--- src/synth_serial_pkg.sv ---
// Constants shared by the serial load and pin control logic
package synth_serial_pkg;
  // ==========================================================
  // Serial word
  localparam int WORD_BITS = 24;
  localparam int CTL_LSB = 0;
  localparam int CTL_MSB = 1;
  localparam int EXT_LSB = 2;
  localparam int EXT_MSB = 3;
  localparam int NUM_CTL_REGS = 6;
  localparam logic [1:0] CTL_EXTENDED = 2'h3;
  localparam logic [2:0] EXT_BASE = 3'h3;
  localparam logic [2:0] FUNC_IDX = 3'h5;
  localparam logic [WORD_BITS-1:0] CTL_RESET = 24'h000000;
  // ==========================================================
  // Fields of the function register
  localparam int RF_PD_BIT = 4;
  localparam int IF_PD_BIT = 5;
  localparam int RF_SPD_LSB = 6;
  localparam int IF_SPD_LSB = 8;
  localparam int MUX_LSB = 10;
  // ==========================================================
  // Speed-up pin modes
  localparam logic [1:0] SPD_FASTLOCK = 2'h0;
  localparam logic [1:0] SPD_GP_LOW = 2'h1;
  localparam logic [1:0] SPD_GP_HIGH = 2'h2;
  localparam logic [1:0] SPD_HIZ = 2'h3;
  // ==========================================================
  // Test/lock multiplexer sources
  localparam logic [3:0] MUX_GP_LOW = 4'h0;
  localparam logic [3:0] MUX_GP_HIGH = 4'h1;
  localparam logic [3:0] MUX_HIZ = 4'h2;
  localparam logic [3:0] MUX_RF_N = 4'h3;
  localparam logic [3:0] MUX_RF_R = 4'h4;
  localparam logic [3:0] MUX_IF_N = 4'h5;
  localparam logic [3:0] MUX_IF_R = 4'h6;
  localparam logic [3:0] MUX_PP_RF = 4'h7;
  localparam logic [3:0] MUX_PP_IF = 4'h8;
  localparam logic [3:0] MUX_OD_RF = 4'h9;
  localparam logic [3:0] MUX_OD_IF = 4'ha;
  localparam logic [3:0] MUX_DLD_RF = 4'hb;
  localparam logic [3:0] MUX_DLD_IF = 4'hc;
endpackage : synth_serial_pkg

--- src/pin_sync.sv ---
// Two-stage synchroniser with rising-edge detect for serial port pins
`timescale 1ns/1ns
`default_nettype none
module pin_sync #(
  parameter int WIDTH = 3
) (
  input wire logic clk,
  input wire logic rst_n,
  input wire logic [WIDTH-1:0] pin,
  output logic [WIDTH-1:0] level,
  output logic [WIDTH-1:0] rise
);
  logic [WIDTH-1:0] meta_q;
  logic [WIDTH-1:0] sync_q;
  logic [WIDTH-1:0] prev_q;

  always_ff @(posedge clk or negedge rst_n) begin
    if (!rst_n) begin
      meta_q <= '0;
      sync_q <= '0;
      prev_q <= '0;
    end else begin
      meta_q <= pin;
      sync_q <= meta_q;
      prev_q <= sync_q;
    end
  end

  assign level = sync_q;
  assign rise = sync_q & ~prev_q;
endmodule : pin_sync
`default_nettype wire

--- src/synth_serial_load_and_pin_control.sv ---
// Serial programming port, control registers and output pin control
`timescale 1ns/1ns
`default_nettype none
// How it works
// - Data is sampled into a 24-bit shift register on each serial clock rise.
// - Last two bits shifted in choose the destination control register; when both are set, the two bits before them choose it.
// - Strobe rising edge copies the shift register into one of six registers.
// - Chip enable high powers both loops; register bits then gate power-down.
// - Chip enable low powers down at once and floats both pump outputs.
// - Oscillator force-on keeps the reference buffer powered whatever chip enable is.
// - Force-on low: shared pin is IF speed-up switch or general-purpose tri-state.
// - Force-on high: shared pin carries the oscillator output.
// - RF speed-up pin switches resistor in fast acquisition, or general-purpose tri-state.
// - Test/lock pin selects GP, divider, analog or filtered lock source per loop.
module synth_serial_load_and_pin_control
  import synth_serial_pkg::*;
(
  input wire logic clk,
  input wire logic rst_n,
  input wire logic serial_clk,
  input wire logic serial_data,
  input wire logic load_strobe,
  input wire logic chip_en,
  input wire logic osc_buffer_force_on,
  input wire logic ref_osc_in,
  input wire logic rf_fastlock_active,
  input wire logic if_fastlock_active,
  input wire logic rf_n_div,
  input wire logic rf_r_div,
  input wire logic if_n_div,
  input wire logic if_r_div,
  input wire logic rf_lock_analog,
  input wire logic if_lock_analog,
  input wire logic rf_lock_digital,
  input wire logic if_lock_digital,
  output logic rf_loop_powered,
  output logic if_loop_powered,
  output logic rf_pump_out_en,
  output logic if_pump_out_en,
  output logic osc_buffer_on,
  output logic ref_out_or_if_speedup_o,
  output logic ref_out_or_if_speedup_oe,
  output logic rf_speedup_out_o,
  output logic rf_speedup_out_oe,
  output logic test_lock_mux_out_o,
  output logic test_lock_mux_out_oe,
  output logic [NUM_CTL_REGS-1:0][WORD_BITS-1:0] ctl_regs
);
  // ==========================================================
  // Pin synchronisers
  logic [2:0] pin_level;
  logic [2:0] pin_rise;
  wire logic sdata_s = pin_level[1];
  wire logic sclk_rise = pin_rise[0];
  wire logic strobe_rise = pin_rise[2];

  // Data is synchronised with the same delay as the clock, so the edge sees the matching bit
  pin_sync #(.WIDTH(3)) u_sync (
    .clk(clk),
    .rst_n(rst_n),
    .pin({load_strobe, serial_data, serial_clk}),
    .level(pin_level),
    .rise(pin_rise)
  );

  // ==========================================================
  // Shift register and latch
  function automatic logic [3:0] target_of(input logic [WORD_BITS-1:0] w);
    logic [1:0] ctl;
    logic [1:0] ext;
    ctl = w[CTL_MSB:CTL_LSB];
    ext = w[EXT_MSB:EXT_LSB];
    if (ctl != CTL_EXTENDED) begin
      target_of = {1'b1, 1'b0, ctl};
    end else begin
      target_of = {ext != 2'h3, EXT_BASE + {1'b0, ext}};
    end
  endfunction : target_of

  logic [WORD_BITS-1:0] shift_q;
  logic [NUM_CTL_REGS-1:0][WORD_BITS-1:0] ctl_q;
  wire logic [3:0] target = target_of(shift_q);
  wire logic target_ok = target[3];
  wire logic [2:0] target_idx = target[2:0];

  always_ff @(posedge clk or negedge rst_n) begin
    if (!rst_n) begin
      shift_q <= CTL_RESET;
    end else if (sclk_rise) begin
      shift_q <= {shift_q[WORD_BITS-2:0], sdata_s};
    end
  end

  always_ff @(posedge clk or negedge rst_n) begin
    if (!rst_n) begin
      ctl_q <= '{default: CTL_RESET};
    end else if (strobe_rise && target_ok) begin
      ctl_q[target_idx] <= shift_q;
    end
  end

  assign ctl_regs = ctl_q;

  // ==========================================================
  // Power control
  wire logic [WORD_BITS-1:0] func_w = ctl_q[FUNC_IDX];
  wire logic rf_pd = func_w[RF_PD_BIT];
  wire logic if_pd = func_w[IF_PD_BIT];
  wire logic [1:0] rf_spd_mode = func_w[RF_SPD_LSB+1:RF_SPD_LSB];
  wire logic [1:0] if_spd_mode = func_w[IF_SPD_LSB+1:IF_SPD_LSB];
  wire logic [3:0] mux_sel = func_w[MUX_LSB+3:MUX_LSB];

  // The raw pin gates power so that power-down needs no clock edge
  assign rf_loop_powered = chip_en & ~rf_pd;
  assign if_loop_powered = chip_en & ~if_pd;
  assign rf_pump_out_en = rf_loop_powered;
  assign if_pump_out_en = if_loop_powered;
  assign osc_buffer_on = osc_buffer_force_on | chip_en;

  // ==========================================================
  // Speed-up pins
  function automatic logic [1:0] speedup_drive(input logic [1:0] mode, input logic active);
    unique case (mode)
      SPD_FASTLOCK: speedup_drive = {active, 1'b0};
      SPD_GP_LOW: speedup_drive = 2'h2;
      SPD_GP_HIGH: speedup_drive = 2'h3;
      SPD_HIZ: speedup_drive = 2'h0;
    endcase
  endfunction : speedup_drive

  wire logic [1:0] if_drive = speedup_drive(if_spd_mode, if_fastlock_active);
  wire logic [1:0] rf_drive = speedup_drive(rf_spd_mode, rf_fastlock_active);
  logic rf_spd_o_q;
  logic rf_spd_oe_q;

  always_ff @(posedge clk or negedge rst_n) begin
    if (!rst_n) begin
      rf_spd_o_q <= 1'b0;
      rf_spd_oe_q <= 1'b0;
    end else begin
      rf_spd_o_q <= rf_drive[0];
      rf_spd_oe_q <= rf_drive[1];
    end
  end

  assign rf_speedup_out_o = rf_spd_o_q;
  assign rf_speedup_out_oe = rf_spd_oe_q;
  // Reference output is a clock, so it bypasses the flops
  assign ref_out_or_if_speedup_o = osc_buffer_force_on ? ref_osc_in : if_drive[0];
  assign ref_out_or_if_speedup_oe = osc_buffer_force_on | if_drive[1];

  // ==========================================================
  // Test/lock multiplexer: {oe, value}
  logic [1:0] mux_d;
  always_comb begin
    unique case (mux_sel)
      MUX_GP_LOW: mux_d = 2'h2;
      MUX_GP_HIGH: mux_d = 2'h3;
      MUX_RF_N: mux_d = {1'b1, rf_n_div};
      MUX_RF_R: mux_d = {1'b1, rf_r_div};
      MUX_IF_N: mux_d = {1'b1, if_n_div};
      MUX_IF_R: mux_d = {1'b1, if_r_div};
      MUX_PP_RF: mux_d = {1'b1, rf_lock_analog};
      MUX_PP_IF: mux_d = {1'b1, if_lock_analog};
      MUX_OD_RF: mux_d = {~rf_lock_analog, 1'b0};
      MUX_OD_IF: mux_d = {~if_lock_analog, 1'b0};
      MUX_DLD_RF: mux_d = {1'b1, rf_lock_digital};
      MUX_DLD_IF: mux_d = {1'b1, if_lock_digital};
      default: mux_d = 2'h0;
    endcase
  end

  logic mux_o_q;
  logic mux_oe_q;
  always_ff @(posedge clk or negedge rst_n) begin
    if (!rst_n) begin
      mux_o_q <= 1'b0;
      mux_oe_q <= 1'b0;
    end else begin
      mux_o_q <= mux_d[0];
      mux_oe_q <= mux_d[1];
    end
  end

  assign test_lock_mux_out_o = mux_o_q;
  assign test_lock_mux_out_oe = mux_oe_q;

  // ==========================================================
  // Assertions
  a_shift_bit_in: assert property (@(posedge clk) disable iff (!rst_n)
    sclk_rise |=> shift_q[0] == $past(sdata_s)) else $error("shift did not take data bit");
  a_shift_msb_first: assert property (@(posedge clk) disable iff (!rst_n)
    sclk_rise |=> shift_q[WORD_BITS-1:1] == $past(shift_q[WORD_BITS-2:0])) else $error("shift lost order");
  a_latch_target: assert property (@(posedge clk) disable iff (!rst_n)
    strobe_rise && target_ok |=> ctl_q[$past(target_idx)] == $past(shift_q)) else $error("latch missed register");
  a_latch_only_edge: assert property (@(posedge clk) disable iff (!rst_n)
    !(strobe_rise && target_ok) |=> $stable(ctl_q)) else $error("register changed without strobe");
  a_pump_off: assert property (@(posedge clk) disable iff (!rst_n)
    !chip_en |-> !rf_pump_out_en && !if_pump_out_en) else $error("pump driven with chip disabled");
  a_loop_power: assert property (@(posedge clk) disable iff (!rst_n)
    chip_en && !func_w[RF_PD_BIT] |-> rf_loop_powered) else $error("rf loop not powered");
  a_osc_forced: assert property (@(posedge clk) disable iff (!rst_n)
    osc_buffer_force_on |-> osc_buffer_on) else $error("osc buffer off while forced");
  a_osc_pin_out: assert property (@(posedge clk) disable iff (!rst_n)
    osc_buffer_force_on |-> ref_out_or_if_speedup_oe && ref_out_or_if_speedup_o == ref_osc_in)
    else $error("shared pin not oscillator");
  a_if_speedup: assert property (@(posedge clk) disable iff (!rst_n)
    !osc_buffer_force_on && if_spd_mode == SPD_FASTLOCK |-> ref_out_or_if_speedup_oe == if_fastlock_active)
    else $error("if speed-up wrong");
  a_rf_speedup: assert property (@(posedge clk) disable iff (!rst_n)
    rf_spd_mode == SPD_FASTLOCK ##1 rf_spd_mode == SPD_FASTLOCK |-> rf_speedup_out_oe == $past(rf_fastlock_active))
    else $error("rf speed-up wrong");
  a_mux_divider: assert property (@(posedge clk) disable iff (!rst_n)
    mux_sel == MUX_RF_N ##1 mux_sel == MUX_RF_N |-> test_lock_mux_out_oe && test_lock_mux_out_o == $past(rf_n_div))
    else $error("mux not rf divider");
  c_latch: cover property (@(posedge clk) disable iff (!rst_n) strobe_rise && target_ok);
  c_fastlock: cover property (@(posedge clk) disable iff (!rst_n) rf_speedup_out_oe && !osc_buffer_force_on);
  c_dld: cover property (@(posedge clk) disable iff (!rst_n) mux_sel == MUX_DLD_RF && test_lock_mux_out_o);
endmodule : synth_serial_load_and_pin_control
`default_nettype wire

--- config.mk ---
export PLATFORM = sky130hd
export DESIGN_NAME = synth_serial_load_and_pin_control
export DESIGN_NICKNAME = d
export VERILOG_FILES = /design/src/synth_serial_pkg.sv /design/src/pin_sync.sv /design/src/synth_serial_load_and_pin_control.sv
export SDC_FILE = /design/constraint.sdc
export NUM_CORES = 1
export LEC_CHECK = 0
export BUFFER_PORTS_ARGS = -buffer_cell sky130_fd_sc_hd__buf_2
export CORE_ASPECT_RATIO = 1.2
export CORE_MARGIN = 10
export CORE_UTILIZATION = 40
export CTS_BUF_LIST = sky130_fd_sc_hd__clkbuf_16
export CTS_CLUSTER_DIAMETER = 100
export DETAILED_ROUTE_END_ITERATION = 12
export MAX_ROUTING_LAYER = met4
export PLACE_DENSITY = 0.63
export SLEW_MARGIN = 25
export SYNTH_ARGS = -nofsm -noshare
export SYNTH_HDL_FRONTEND = slang
export SYNTH_SLANG_ARGS = --single-unit
--- constraint.sdc ---
create_clock -name clk -period 2.45 [get_ports clk]
set_input_delay 0.1225 -clock clk [delete_from_list [all_inputs] [get_ports clk]]
set_output_delay 0.1225 -clock clk [all_outputs]
set_load 0.02 [all_outputs]
==> flow_summary_export.csv <==
group,metric,value,unit
status,status,"finished, final reports clean",
synth,synth_top_flop_cell,"dfrtp_1",
routing,drc,0,
floorplan,core-area,17400,um2
routing,routed_wl,16400,um
place,gp_congestion,0.740,
setup_path,startpoint,"shift_q[2]",
clocking,cts_num_sinks,180,
synth,syn_inst,421,
synth,synth.net_count,445,
setup_path,endpoint_kind,"register",
global_routing,first_global_vias,4538,
cells_and_area,final_cell_mix,"dfrtp_1, buf_2, mux2_2",
global_routing,grt.overflow.total,0,
timing,clock.fmax,0.455,GHz
clocking,tritoncts,"yes",
cells_and_area,antenna_cells,0,
place,dp_hpwl,11700,um
power,leakagePower,4.71,nW
global_routing,globalRouteTotalUtil,0.148,
timing,setup_viol,0,
power,switchingPower,0.00276,W
floorplan,io_pins,173,
floorplan,rows,53,
clocking,path_clk_slew,0.06,ns
synth,yosys_warnings,0,
power,total_power,0.00873,W
power,p_clk_frac,0.313,
floorplan,dieHeight,165,um
floorplan,die_w,141,um
timing,post-route-period-util,0.898,
flow_run,maxCapViolCount,0,
worst_hold_path,hp-start,"if_lock_digital",
timing,finalClockSkew,0.00716,ns
synth,async_flop_share,1.00,
setup_path,r2r-start,"shift_q[2]",
cells_and_area,final_common_cell,"dfrtp_1",
clocking,clk_latency,0.43,ns
clocking,cts-root-buf,"clkbuf_16",
cells_and_area,area.growth.synth_to_final,24.3,%
place,dpl.cell_count,803,
routing,routed-via-count,4075,
routing,wire_per_inst,19.5,um
cells_and_area,drive_gt1_frac,0.619,
timing,slew_violations,0,
synth,avgSynthCellArea,16.7,um2
setup_path,crit_arrival,2.51,ns
floorplan,start_util,0.404,
power,ir_drop,0.000428,V
synth,synth_edf_count,0,
worst_hold_path,hp-class,"in -> reg",
synth,seq_area_frac_synth,0.641,
setup_path,critPathLaunchType,"register",
setup_path,crit_required,2.76,ns
clocking,ctsHtreeMaxLevel,4,
timing,fin_tns_setup,0,ns
synth,ys_types,38,
power,swShare,0.316,
cells_and_area,final_nets,631,
global_routing,grt_pass1_wl,26100,um
timing,slew_headroom,0.479,
routing,firstDrtPassIters,4,
place,numPortBuffers,172,
timing,tightest_slew,0.780,ns
timing,rsz0062_at_grt,"no",
setup_path,worstPathMaxFanout,22,
floorplan,die_area,23300,um2
global_routing,grt_max_degree,65,
clocking,numCtsBuffers,17,
place,place_area,8080,um2
global_routing,grt_antenna_before_repair,0,
power,pwr-share-comb,0.229,
synth,synth-seq-cells,180,
power,p_int,0.00597,W
power,powerDensity,1000,nW/um2
routing,drt_iter0_markers,154,
timing,hold_violations,0,
routing,drtAntennaViolNets,0,
timing,whs,0.114,ns
cells_and_area,fin_area,8720,um2
power,seq_power_share,0.459,
timing,period_minus_slack,2.20,ns
synth,syn_area,7020,um2
routing,vias_per_cell,4.85,
clocking,cts_buffer_depth,2,
setup_path,critPathKind,"reg -> reg",
cells_and_area,final_cells,840,
==> worst max-delay path, stage by stage (launching register included) <==
cell and delay (ns):
dfrtp_1 0.46, ha_1 0.25, nand3b_1 0.19, a21oi_2 0.24
and4_4 0.55, mux2_2 0.38
==> cell families (layout without fill, tap and decap cells) <==
| group | Yosys count | after routing | share of synthesized area |
|---|---|---|---|
| adder cells (fa/ha/maj) | 6 | 6 | 0.0107 |
| flip-flops | 180 | 180 | 0.641 |
| multiplexers | 159 | 159 | 0.268 |
| buffers and inverters | 29 | 228 | 0.0333 |
| AO/OA/AOI/OAI | 12 | 12 | 0.0110 |
| AND/OR/NAND/NOR | 35 | 35 | 0.0351 |
==> area by class of cell <==
type,count,area (um2)
fill,1463,8650
multi-input combinational,212,2290
clock inverter,15,165
tap,220,275
clock buffer,17,425
inverter,9,33.8
sequential,180,4500
timing repair buffer,187,1030
==> through the flow <==
step	worst slack, ns	util
after floorplan	0.542	-
after global routing	0.123	0.502
after CTS	0.238	0.502
final	0.250	0.502
after global placement	0.324	0.465
after detailed placement	0.261	0.465
==> power by group through the flow <==
stage | combinational (W) | clock, W | sequential (W)
floorplan | 0.000732 | 0 | 0.00448
global placement | 0.00198 | 0 | 0.00404
detailed placement | 0.00203 | 0 | 0.00407
CTS | 0.00204 | 0.00279 | 0.00401
global route | 0.00216 | 0.00293 | 0.00410
finish | 0.00200 | 0.00273 | 0.00400
==> timing repair <==
| item | CTS | global route |
|---|---|---|
| resized for setup | 0 | 0 |
| hold buffers | 5 | 0 |
| endpoints found under the hold margin | 58 | 0 |
| setup buffers | 0 | 0 |
==> worst paths after layout <==
| kind | end | cells after the start | slack, ns |
|---|---|---|---|
| setup / recovery | ctl_regs[119] | 5 | 0.25 |
| min in group asynchronous | ctl_regs[8] | 2 | 0.23 |
| setup reg to reg | ctl_regs[119] | 5 | 0.25 |
| hold / removal | test_lock_mux_out_o | 3 | 0.11 |
| hold reg to reg | u_sync.level[1] | 0 | 0.35 |
| max in group asynchronous | ctl_regs[68] | 3 | 1.48 |
==> synth_stat cells (all sizes together), types with 4 or more instances <==
cell type	count	area [um2]
ha	6	75.1
a21oi	4	23.8
nand2	5	21.3
mux2	158	1860
buf	19	196
o21ai	4	20.0
and2	4	27.5
nor2b	4	25.0
nand2b	5	31.3
dfrtp	180	4500
or2	5	31.3
inv	9	33.8
==> metal layers <==
metal | GRT usage | part of all wire
met5 | - | 0
met4 | 0.0545 | 0.014
met3 | 0.0503 | 0.068
met2 | 0.230 | 0.48
met1 | 0.175 | 0.44
==> sequential cells by signal, indices dropped and copies added, names as in the netlist <==
name	count
ctl_regs	120
func_w	24
shift_q	24
u_sync.level	3
u_sync.meta_q	3
u_sync.prev_q	2
rf_speedup_out_o	1
rf_speedup_out_oe	1
test_lock_mux_out_o	1
test_lock_mux_out_oe	1
Power figures use the tool's default switching activity.
